<file path="src/rtl/scrp_consts.vh">
// scrp_consts.vh : constants for the serial control read port
// assumes: included by bare name from rtl/scrp_read_port.v
`ifndef SCRP_CONSTS_VH
`define SCRP_CONSTS_VH

// ****************************************
// bus addressing
// ****************************************
`define SCRP_DEV_ADDR    7'h00
`define SCRP_RW_READ     1'b1

// ****************************************
// byte values
// ****************************************
`define SCRP_FILLER_BYTE 8'h00
`define SCRP_EMPTY_BYTE  8'hFF

// ****************************************
// bit counter and fifo defaults
// ****************************************
`define SCRP_BIT_MSB     3'h7
`define SCRP_BIT_LSB     3'h0
`define SCRP_BIT_ONE     3'h1
`define SCRP_FIFO_WIDTH  8
`define SCRP_FIFO_DEPTH  16
`define SCRP_FIFO_AW     4

`endif

</file>
<file path="src/rtl/scrp_read_port.v">
// scrp_read_port.v : two-wire serial control read port with
// attention request, plus its outgoing message fifo
// assumes: one clock ref_clk; serial clock and data arrive
// asynchronously from the host and are sampled here
`timescale 1ns/1ns
`default_nettype none
`include "scrp_consts.vh"

// ****************************************
// message fifo
// ****************************************
module scrp_fifo #(
   parameter WIDTH = `SCRP_FIFO_WIDTH,
   parameter DEPTH = `SCRP_FIFO_DEPTH,
   parameter AW    = `SCRP_FIFO_AW
) (
   input  wire             ref_clk,
   input  wire             reset_n,
   input  wire [WIDTH-1:0] in_data,
   input  wire             in_valid,
   output wire             in_ready,
   output wire [WIDTH-1:0] out_data,
   output wire             out_valid,
   input  wire             out_ready
);
   reg [WIDTH-1:0] mem_ff [0:DEPTH-1];
   reg [AW-1:0]    wr_ptr_ff;
   reg [AW-1:0]    rd_ptr_ff;
   reg [AW:0]      count_ff;
   wire            do_wr;
   wire            do_rd;

   // honest full and empty from the fill count
   assign in_ready  = (count_ff != DEPTH[AW:0]);
   assign out_valid = (count_ff != {(AW+1){1'b0}});
   assign out_data  = mem_ff[rd_ptr_ff];
   assign do_wr     = in_valid & in_ready;
   assign do_rd     = out_valid & out_ready;

   // pointers, count and storage write
   always @(posedge ref_clk) begin
      if (!reset_n) begin
         wr_ptr_ff <= {AW{1'b0}};
         rd_ptr_ff <= {AW{1'b0}};
         count_ff  <= {(AW+1){1'b0}};
      end else begin
         if (do_wr) begin
            mem_ff[wr_ptr_ff] <= in_data;
            wr_ptr_ff <= (wr_ptr_ff == DEPTH[AW-1:0] - 1'b1) ? {AW{1'b0}} : wr_ptr_ff + 1'b1;
         end
         if (do_rd) begin
            rd_ptr_ff <= (rd_ptr_ff == DEPTH[AW-1:0] - 1'b1) ? {AW{1'b0}} : rd_ptr_ff + 1'b1;
         end
         if (do_wr & ~do_rd) begin
            count_ff <= count_ff + 1'b1;
         end else if (do_rd & ~do_wr) begin
            count_ff <= count_ff - 1'b1;
         end
      end
   end
endmodule // scrp_fifo

// ****************************************
// read port top
// ****************************************
module scrp_read_port #(
   parameter FIFO_DEPTH = `SCRP_FIFO_DEPTH,
   parameter FIFO_AW    = `SCRP_FIFO_AW
) (
   input  wire       ref_clk,
   input  wire       reset_n,
   input  wire       control_serial_clock,
   input  wire       control_serial_data_in,
   output wire       control_serial_data_out,
   output wire       control_serial_data_oe_n,
   output wire       host_attention_request_n,
   input  wire [7:0] msg_data,
   input  wire       msg_valid,
   output wire       msg_ready,
   input  wire       unsolicited_enable,
   input  wire       read_request,
   input  wire       four_wire_mode,
   output wire [7:0] rx_data,
   output wire       rx_strobe
);
   // one-hot link states
   localparam ST_IDLE = 7'b0000001;
   localparam ST_ADDR = 7'b0000010;
   localparam ST_AACK = 7'b0000100;
   localparam ST_TX   = 7'b0001000;
   localparam ST_RACK = 7'b0010000;
   localparam ST_RX   = 7'b0100000;
   localparam ST_WACK = 7'b1000000;

   reg  [2:0] scl_sync_ff;
   reg  [2:0] sda_sync_ff;
   reg        scl_ff;
   reg        sda_ff;
   reg  [6:0] state_ff;
   reg  [2:0] bit_cnt_ff;
   reg        byte_done_ff;
   reg  [7:0] rx_sh_ff;
   reg  [7:0] tx_sh_ff;
   reg        rw_ff;
   reg        drive_low_ff;
   reg        host_ack_ff;
   reg  [7:0] rx_data_ff;
   reg        rx_strobe_ff;
   reg        attn_n_ff;
   reg        hold_high_ff;
   reg        armed_ff;
   reg        filler_ff;
   reg        pop_ff;
   wire       scl_new;
   wire       sda_new;
   wire       scl_rise;
   wire       scl_fall;
   wire       start_cond;
   wire       stop_cond;
   wire       allowed;
   wire       n1_edge;
   wire       n_edge;
   wire       tx_load;
   wire [7:0] fifo_data;
   wire       fifo_valid;
   wire [7:0] next_tx;

   // ****************************************
   // outgoing message fifo
   // ****************************************
   scrp_fifo #(
      .WIDTH (8),
      .DEPTH (FIFO_DEPTH),
      .AW    (FIFO_AW)
   ) u_fifo (
      .ref_clk   (ref_clk),
      .reset_n   (reset_n),
      .in_data   (msg_data),
      .in_valid  (msg_valid),
      .in_ready  (msg_ready),
      .out_data  (fifo_data),
      .out_valid (fifo_valid),
      .out_ready (pop_ff)
   );

   // ****************************************
   // pin sampling and bus conditions
   // ****************************************
   // three stages; the filtered level moves when stages 2 and 3 agree
   always @(posedge ref_clk) begin
      if (!reset_n) begin
         scl_sync_ff <= 3'h0;
         sda_sync_ff <= 3'h7;
         scl_ff      <= 1'b0;
         sda_ff      <= 1'b1;
      end else begin
         scl_sync_ff <= {scl_sync_ff[1:0], control_serial_clock};
         sda_sync_ff <= {sda_sync_ff[1:0], control_serial_data_in};
         scl_ff      <= scl_new;
         sda_ff      <= sda_new;
      end
   end

   assign scl_new    = (scl_sync_ff[1] == scl_sync_ff[2]) ? scl_sync_ff[2] : scl_ff;
   assign sda_new    = (sda_sync_ff[1] == sda_sync_ff[2]) ? sda_sync_ff[2] : sda_ff;
   assign scl_rise   = ~scl_ff & scl_new;
   assign scl_fall   = scl_ff & ~scl_new;
   assign start_cond = scl_ff & scl_new & sda_ff & ~sda_new;
   assign stop_cond  = scl_ff & scl_new & ~sda_ff & sda_new;

   // ****************************************
   // attention edges
   // ****************************************
   // clock N-1 and clock N of the byte being sent
   assign n1_edge = scl_rise & state_ff[3] &
                    (bit_cnt_ff == (four_wire_mode ? `SCRP_BIT_ONE : `SCRP_BIT_LSB));
   assign n_edge  = scl_rise & ((four_wire_mode & state_ff[3] & (bit_cnt_ff == `SCRP_BIT_LSB)) |
                    (~four_wire_mode & state_ff[4]));
   assign allowed = unsolicited_enable | armed_ff;
   assign tx_load = scl_fall & ((state_ff[2] & (rw_ff == `SCRP_RW_READ)) | (state_ff[4] & host_ack_ff)); // shifter loads

   // next byte to shift: filler first when a late message was flagged
   assign next_tx = filler_ff ? `SCRP_FILLER_BYTE :
                    (fifo_valid ? fifo_data : `SCRP_EMPTY_BYTE);

   // ****************************************
   // attention request line
   // ****************************************
   always @(posedge ref_clk) begin
      if (!reset_n) begin
         attn_n_ff    <= 1'b1;
         hold_high_ff <= 1'b0;
         armed_ff     <= 1'b0;
         filler_ff    <= 1'b0;
      end else begin
         // a read request arms solicited mode
         if (read_request) begin
            armed_ff <= 1'b1;
         end
         if (n1_edge & ~attn_n_ff & ~fifo_valid) begin
            attn_n_ff    <= 1'b1;
            hold_high_ff <= 1'b1;
            armed_ff     <= read_request;
         end else if (n_edge & hold_high_ff) begin
            // late message drops the line at clock N and needs a filler
            hold_high_ff <= 1'b0;
            if (allowed & fifo_valid) begin
               attn_n_ff <= 1'b0;
               filler_ff <= 1'b1;
            end
         end else if (~hold_high_ff & allowed & fifo_valid) begin
            attn_n_ff <= 1'b0;
         end
         // stop before the next read means the message loads directly
         if (stop_cond) begin
            filler_ff    <= 1'b0;
            hold_high_ff <= 1'b0;
         end else if (tx_load & filler_ff) begin
            filler_ff <= 1'b0;
         end
      end
   end

   // ****************************************
   // serial byte engine
   // ****************************************
   always @(posedge ref_clk) begin
      if (!reset_n) begin
         state_ff     <= ST_IDLE;
         bit_cnt_ff   <= `SCRP_BIT_MSB;
         byte_done_ff <= 1'b0;
         rx_sh_ff     <= 8'h00;
         tx_sh_ff     <= 8'hFF;
         rw_ff        <= 1'b0;
         drive_low_ff <= 1'b0;
         host_ack_ff  <= 1'b0;
         rx_data_ff   <= 8'h00;
         rx_strobe_ff <= 1'b0;
         pop_ff       <= 1'b0;
      end else begin
         rx_strobe_ff <= 1'b0;
         pop_ff       <= 1'b0;
         if (start_cond) begin
            state_ff     <= ST_ADDR;
            bit_cnt_ff   <= `SCRP_BIT_MSB;
            byte_done_ff <= 1'b0;
            drive_low_ff <= 1'b0;
         end else if (stop_cond) begin
            state_ff     <= ST_IDLE;
            drive_low_ff <= 1'b0;
         end else begin
            case (state_ff)
               ST_ADDR, ST_RX: begin
                  if (scl_rise) begin
                     rx_sh_ff     <= {rx_sh_ff[6:0], sda_ff};
                     byte_done_ff <= (bit_cnt_ff == `SCRP_BIT_LSB);
                     bit_cnt_ff   <= bit_cnt_ff - 1'b1;
                  end else if (scl_fall & byte_done_ff) begin
                     byte_done_ff <= 1'b0;
                     if (state_ff[5]) begin
                        // written byte: hand it on and acknowledge
                        rx_data_ff   <= rx_sh_ff;
                        rx_strobe_ff <= 1'b1;
                        drive_low_ff <= 1'b1;
                        state_ff     <= ST_WACK;
                     end else if (rx_sh_ff[7:1] == `SCRP_DEV_ADDR) begin
                        rw_ff        <= rx_sh_ff[0];
                        drive_low_ff <= 1'b1;
                        state_ff     <= ST_AACK;
                     end else begin
                        state_ff <= ST_IDLE;
                     end
                  end
               end
               ST_AACK: begin
                  if (scl_fall) begin
                     bit_cnt_ff <= `SCRP_BIT_MSB;
                     if (rw_ff == `SCRP_RW_READ) begin
                        tx_sh_ff     <= next_tx;
                        pop_ff       <= ~filler_ff & fifo_valid;
                        drive_low_ff <= ~next_tx[7];
                        state_ff     <= ST_TX;
                     end else begin
                        drive_low_ff <= 1'b0;
                        state_ff     <= ST_RX;
                     end
                  end
               end
               ST_TX: begin
                  // bits move only on falling edges
                  if (scl_fall) begin
                     if (bit_cnt_ff == `SCRP_BIT_LSB) begin
                        drive_low_ff <= 1'b0;
                        state_ff     <= ST_RACK;
                     end else begin
                        tx_sh_ff     <= {tx_sh_ff[6:0], 1'b1};
                        drive_low_ff <= ~tx_sh_ff[6];
                        bit_cnt_ff   <= bit_cnt_ff - 1'b1;
                     end
                  end
               end
               ST_RACK: begin
                  if (scl_rise) begin
                     host_ack_ff <= ~sda_ff;
                  end else if (scl_fall) begin
                     if (host_ack_ff) begin
                        tx_sh_ff     <= next_tx;
                        pop_ff       <= ~filler_ff & fifo_valid;
                        drive_low_ff <= ~next_tx[7];
                        bit_cnt_ff   <= `SCRP_BIT_MSB;
                        state_ff     <= ST_TX;
                     end else begin
                        state_ff <= ST_IDLE;
                     end
                  end
               end
               ST_WACK: begin
                  if (scl_fall) begin
                     drive_low_ff <= 1'b0;
                     bit_cnt_ff   <= `SCRP_BIT_MSB;
                     state_ff     <= ST_RX;
                  end
               end
               default: begin
                  drive_low_ff <= 1'b0;
               end
            endcase
         end
      end
   end

   // ****************************************
   // outputs
   // ****************************************
   // open-drain data: only ever drives low, enable active low
   assign control_serial_data_out  = 1'b0;
   assign control_serial_data_oe_n = ~drive_low_ff;
   assign host_attention_request_n = attn_n_ff;
   assign rx_data                  = rx_data_ff;
   assign rx_strobe                = rx_strobe_ff;
endmodule // scrp_read_port
`default_nettype wire

</file>
<file path="config.mk">
export PLATFORM = sky130hd
export DESIGN_NAME = scrp_read_port
export DESIGN_NICKNAME = d
export VERILOG_FILES = /design/src/rtl/scrp_read_port.v
export VERILOG_INCLUDE_DIRS = /design/src /design/src/rtl
export SDC_FILE = /design/constraint.sdc
export NUM_CORES = 1
export LEC_CHECK = 0
export ABC_AREA = 1
export BUFFER_PORTS_ARGS = -buffer_cell sky130_fd_sc_hd__buf_2
export CORE_MARGIN = 8
export CORE_UTILIZATION = 43
export CTS_CLUSTER_DIAMETER = 30
export DETAILED_ROUTE_END_ITERATION = 8
export GPL_TIMING_DRIVEN = 0
export HOLD_SLACK_MARGIN = 0.08
export PLACE_DENSITY = 0.64
export SETUP_SLACK_MARGIN = 0.5
export SLEW_MARGIN = 10
export SYNTH_ARGS = -nofsm -noshare
export SYNTH_HDL_FRONTEND = slang
export SYNTH_SLANG_ARGS = --single-unit
</file>
<file path="constraint.sdc">
create_clock -name ref_clk -period 5.5 [get_ports ref_clk]
set_input_delay 1.1 -clock ref_clk [delete_from_list [all_inputs] [get_ports ref_clk]]
set_output_delay 1.1 -clock ref_clk [all_outputs]
set_load 0.05 [all_outputs]
</file>
==> key figures <==
Outcome
  – Status: finished clean

Critical path
  – Critical Path Source Type: input pin
  – WP data arrival: 3.02 ns
  – Crit Path Class: input pin to register
  – CP Capture Type: register
  – CP max FO: 8
  – WP data required: 5.55 ns

Synthesis
  – Syn nets: ~940
  – Cell taking the most area after synthesis: edfxtp_1
  – Syn Area/Cell: 9.354 µm²
  – Sequential-to-total area share from yosys stat: roughly 61%
  – Most frequent cell after synthesis: nor2_1
  – Synth warn: 0
  – Commonest cells post-synth: nor2_1 (168), nand2_1 (142), edfxtp_1 (128), o21ai_0 (102), inv_1 (71)
  – Top_reg_cell synth: edfxtp_1
  – Post-Syn Instances: between 900 and 1,000
  – EDFF count, synth: 128
  – Flops & latches, synth: 196
  – Fraction of registers with async set/reset: 0%
  – Post-synth cell types: 40
  – Synth area leaders: edfxtp_1 (45%), dfxtp_1 (16%), nor2_1 (7.4%), nand2_1 (6.2%), o21ai_0 (6.0%)
  – Synth top area share: approximately 45%
  – Synthesized cell area: 8568 µm²

Timing
  – Final Hold Viols: 0
  – Worst Clk Skew: 0.01068 ns
  – Achievable Freq: 337.0 MHz
  – Final setup fails: 0
  – Post-route setup TNS: 0 ns
  – Pins Over Slew Limit: 0
  – Rel. slew slack: between 20% and 30%
  – Tcrit/Tclk final: 53.95%
  – Slew @ Worst Pin: between 1 and 1.5 ns
  – Post-layout min period: roughly 3 ns
  – RSZ-0062 raised after global routing: false

Placement
  – # port buffers: 26
  – Inst Count DP: 1,207
  – Gpl congestion: 0.8968
  – Dpl hpwl: between 15,000 and 20,000 µm

Finish
  – Layout cells sized above 1: a little over a tenth
  – Fill count: 1,868
  – NumNets Final: 989
  – Non-filler instance count after layout: approximately 1,200
  – Ant diodes: 0
  – Area growth from synthesis to final layout: 12.84%

Floorplanning
  – Die area: 24,700 µm²
  – FP Rows: 51
  – Die width: 157.2 µm
  – Core area: 19,530 µm²
  – DIE HEIGHT: 157.2 µm
  – # IOs: 29
  – Initial Utilization: 43.88%

Clock tree
  – Clock slew at reported path FFs: 0.07 ns
  – CTS Buf Count: 17
  – Clk root buf: clkbuf_16
  – Post-CTS resize count: 0
  – Maximum clock path buffer count: 2
  – Post CTS Setup Buffer Count: 0
  – CTS HTree Levels: 4
  – Skew-Pair Late Insertion Delay: roughly 0.43 ns
  – TritonCTS clock tree: yes
  – Sink Count: 196
  – Cts hold-fix bufs: 0

GRT
  – Overall routing resource usage: 18.35%
  – Vias in the first global route: 6,433
  – First-pass GRT wire length: 34,510 µm
  – Largest net degree at the start of global routing: 19
  – Initial antenna violation count: 0
  – GRT overflow: 0

Pwr
  – Pwr dens: around 320 nW/µm²
  – Max VDD drop: 0.2279 mV
  – Leakage: roughly 0.0037 µW

Route
  – DRT iter0 DRCs: 644
  – Final WL: roughly 22,000 µm
  – Final ANT Viol Nets: 0
  – DRC: 0
  – Routed len/inst: 17.79 µm
  – Drt pass-1 iters: 5
  – DR vias/cell: approximately 5.4
  – Vias post-DR: 6,655

Run
  – Max-cap viol count: 0

Worst hold path
  – Hold Crit Class: register to register
## worst max-delay path, cell delays in order
cell and delay [ns]:
clkbuf_1 0.36, inv_1 0.22, nor2_1 0.30, nand2_1 0.19, nor2_1 0.84
## registers in the layout, summed over array words and instances, names as in the netlist, 3 cells and up, named ones only
name / flops
u_fifo.rd_ptr_ff: 4
rx_sh_ff: 8
u_fifo.mem_ff: 128
scl_sync_ff: 3
rx_data: 8
u_fifo.count_ff: 5
bit_cnt_ff: 3
state_ff: 7
sda_sync_ff: 3
tx_sh_ff: 7
u_fifo.wr_ptr_ff: 4
## cell type report
| class | count | area (µm²) | share of cell area, % |
|---|---|---|---|
| Buffer | 36 | 166.4 | 1.721 |
| Clock buffer | 18 | 429.2 | 4.439 |
| Sequential cell | 196 | 5205 | 53.84 |
| Timing Repair Buffer | 26 | 130.1 | 1.346 |
| Inverter | 82 | 307.8 | 3.184 |
| Multi-Input combinational cell | 602 | 2909 | 30.09 |
| Tap cell | 265 | 331.6 | 3.430 |
| Clock inverter | 14 | 188.9 | 1.954 |
## logic make-up (layout without fill, tap and decap cells)
family                   after synthesis  after routing  synth area share [%]
AND/OR/NAND/NOR                      410            410                 20.31
flip-flops                           196            196                 60.75
XOR/XNOR                               5              5                0.5111
buffers and inverters                118            176                 5.535
other                                  1              1               0.04377
AO/OA/AOI/OAI                        174            174                 11.01
adder cells (fa/ha/maj)               12             12                 1.840
## cells in the final DEF (no fill, tap or decap), drive strengths merged, types with 2 or more instances in the layout
cell type,instances
nand4,4
nor2,174
nor3,7
nand2,149
o211ai,21
edfxtp,128
ha,11
a211oi,2
clkbuf,40
clkinv,2
or2,2
inv,89
dfxtp,68
clkinvlp,2
nor4,2
a21oi,42
nand3,69
xnor2,4
o21ai,104
buf,40
nand3b,2
bufinv,3
## routing by layer
layer / global-route usage, % / share of wire (%) / up-vias
li1: - / - / 3185
met1: 24.80 / 45 / 3167
met2: 28.35 / 45 / 265
met3: 4.086 / 7.9 / 38
met4: 6.800 / 2.4 / 0
met5: 0 / 0 / -
## per-stage QoR
step / total power (µW) / hold slack (ns) / setup WS [ns] / utilization (%) / cell area (µm²)
2_1_floorplan: 1720 / 0.3905 / 2.784 / - / 8568
3_3_place_gp: 1774 / 0.3981 / 1.845 / 46.25 / 9030
3_5_place_dp: 1779 / 0.3998 / 1.846 / 46.32 / 9045
4_1_cts: 3070 / 0.4167 / 2.319 / 49.49 / 9663
5_1_grt: 3157 / 0.4219 / 2.159 / 49.51 / 9668
6_report: 3058 / 0.4154 / 2.533 / 49.51 / 9668
## final timing paths
check,start,endpoint,slack (ns),depth (start not counted)
setup / recovery,reset_n,u_fifo.mem_ff[4][0],2.53,5
hold / removal,scl_sync_ff[0],scl_sync_ff[1],0.42,2
setup reg to reg,u_fifo.count_ff[0],u_fifo.count_ff[4],2.66,14
hold reg to reg,scl_sync_ff[0],scl_sync_ff[1],0.42,2
## report_power, final
group	internal (µW)	leakage, µW	total (µW)	switching (µW)
logic	43.4	0.00168	152	109
clock network	731	0.000297	1310	581
registers	1580	0.00170	1590	10.8
total	2360	0.00368	3060	701
(Power assumes the default switching activity.)
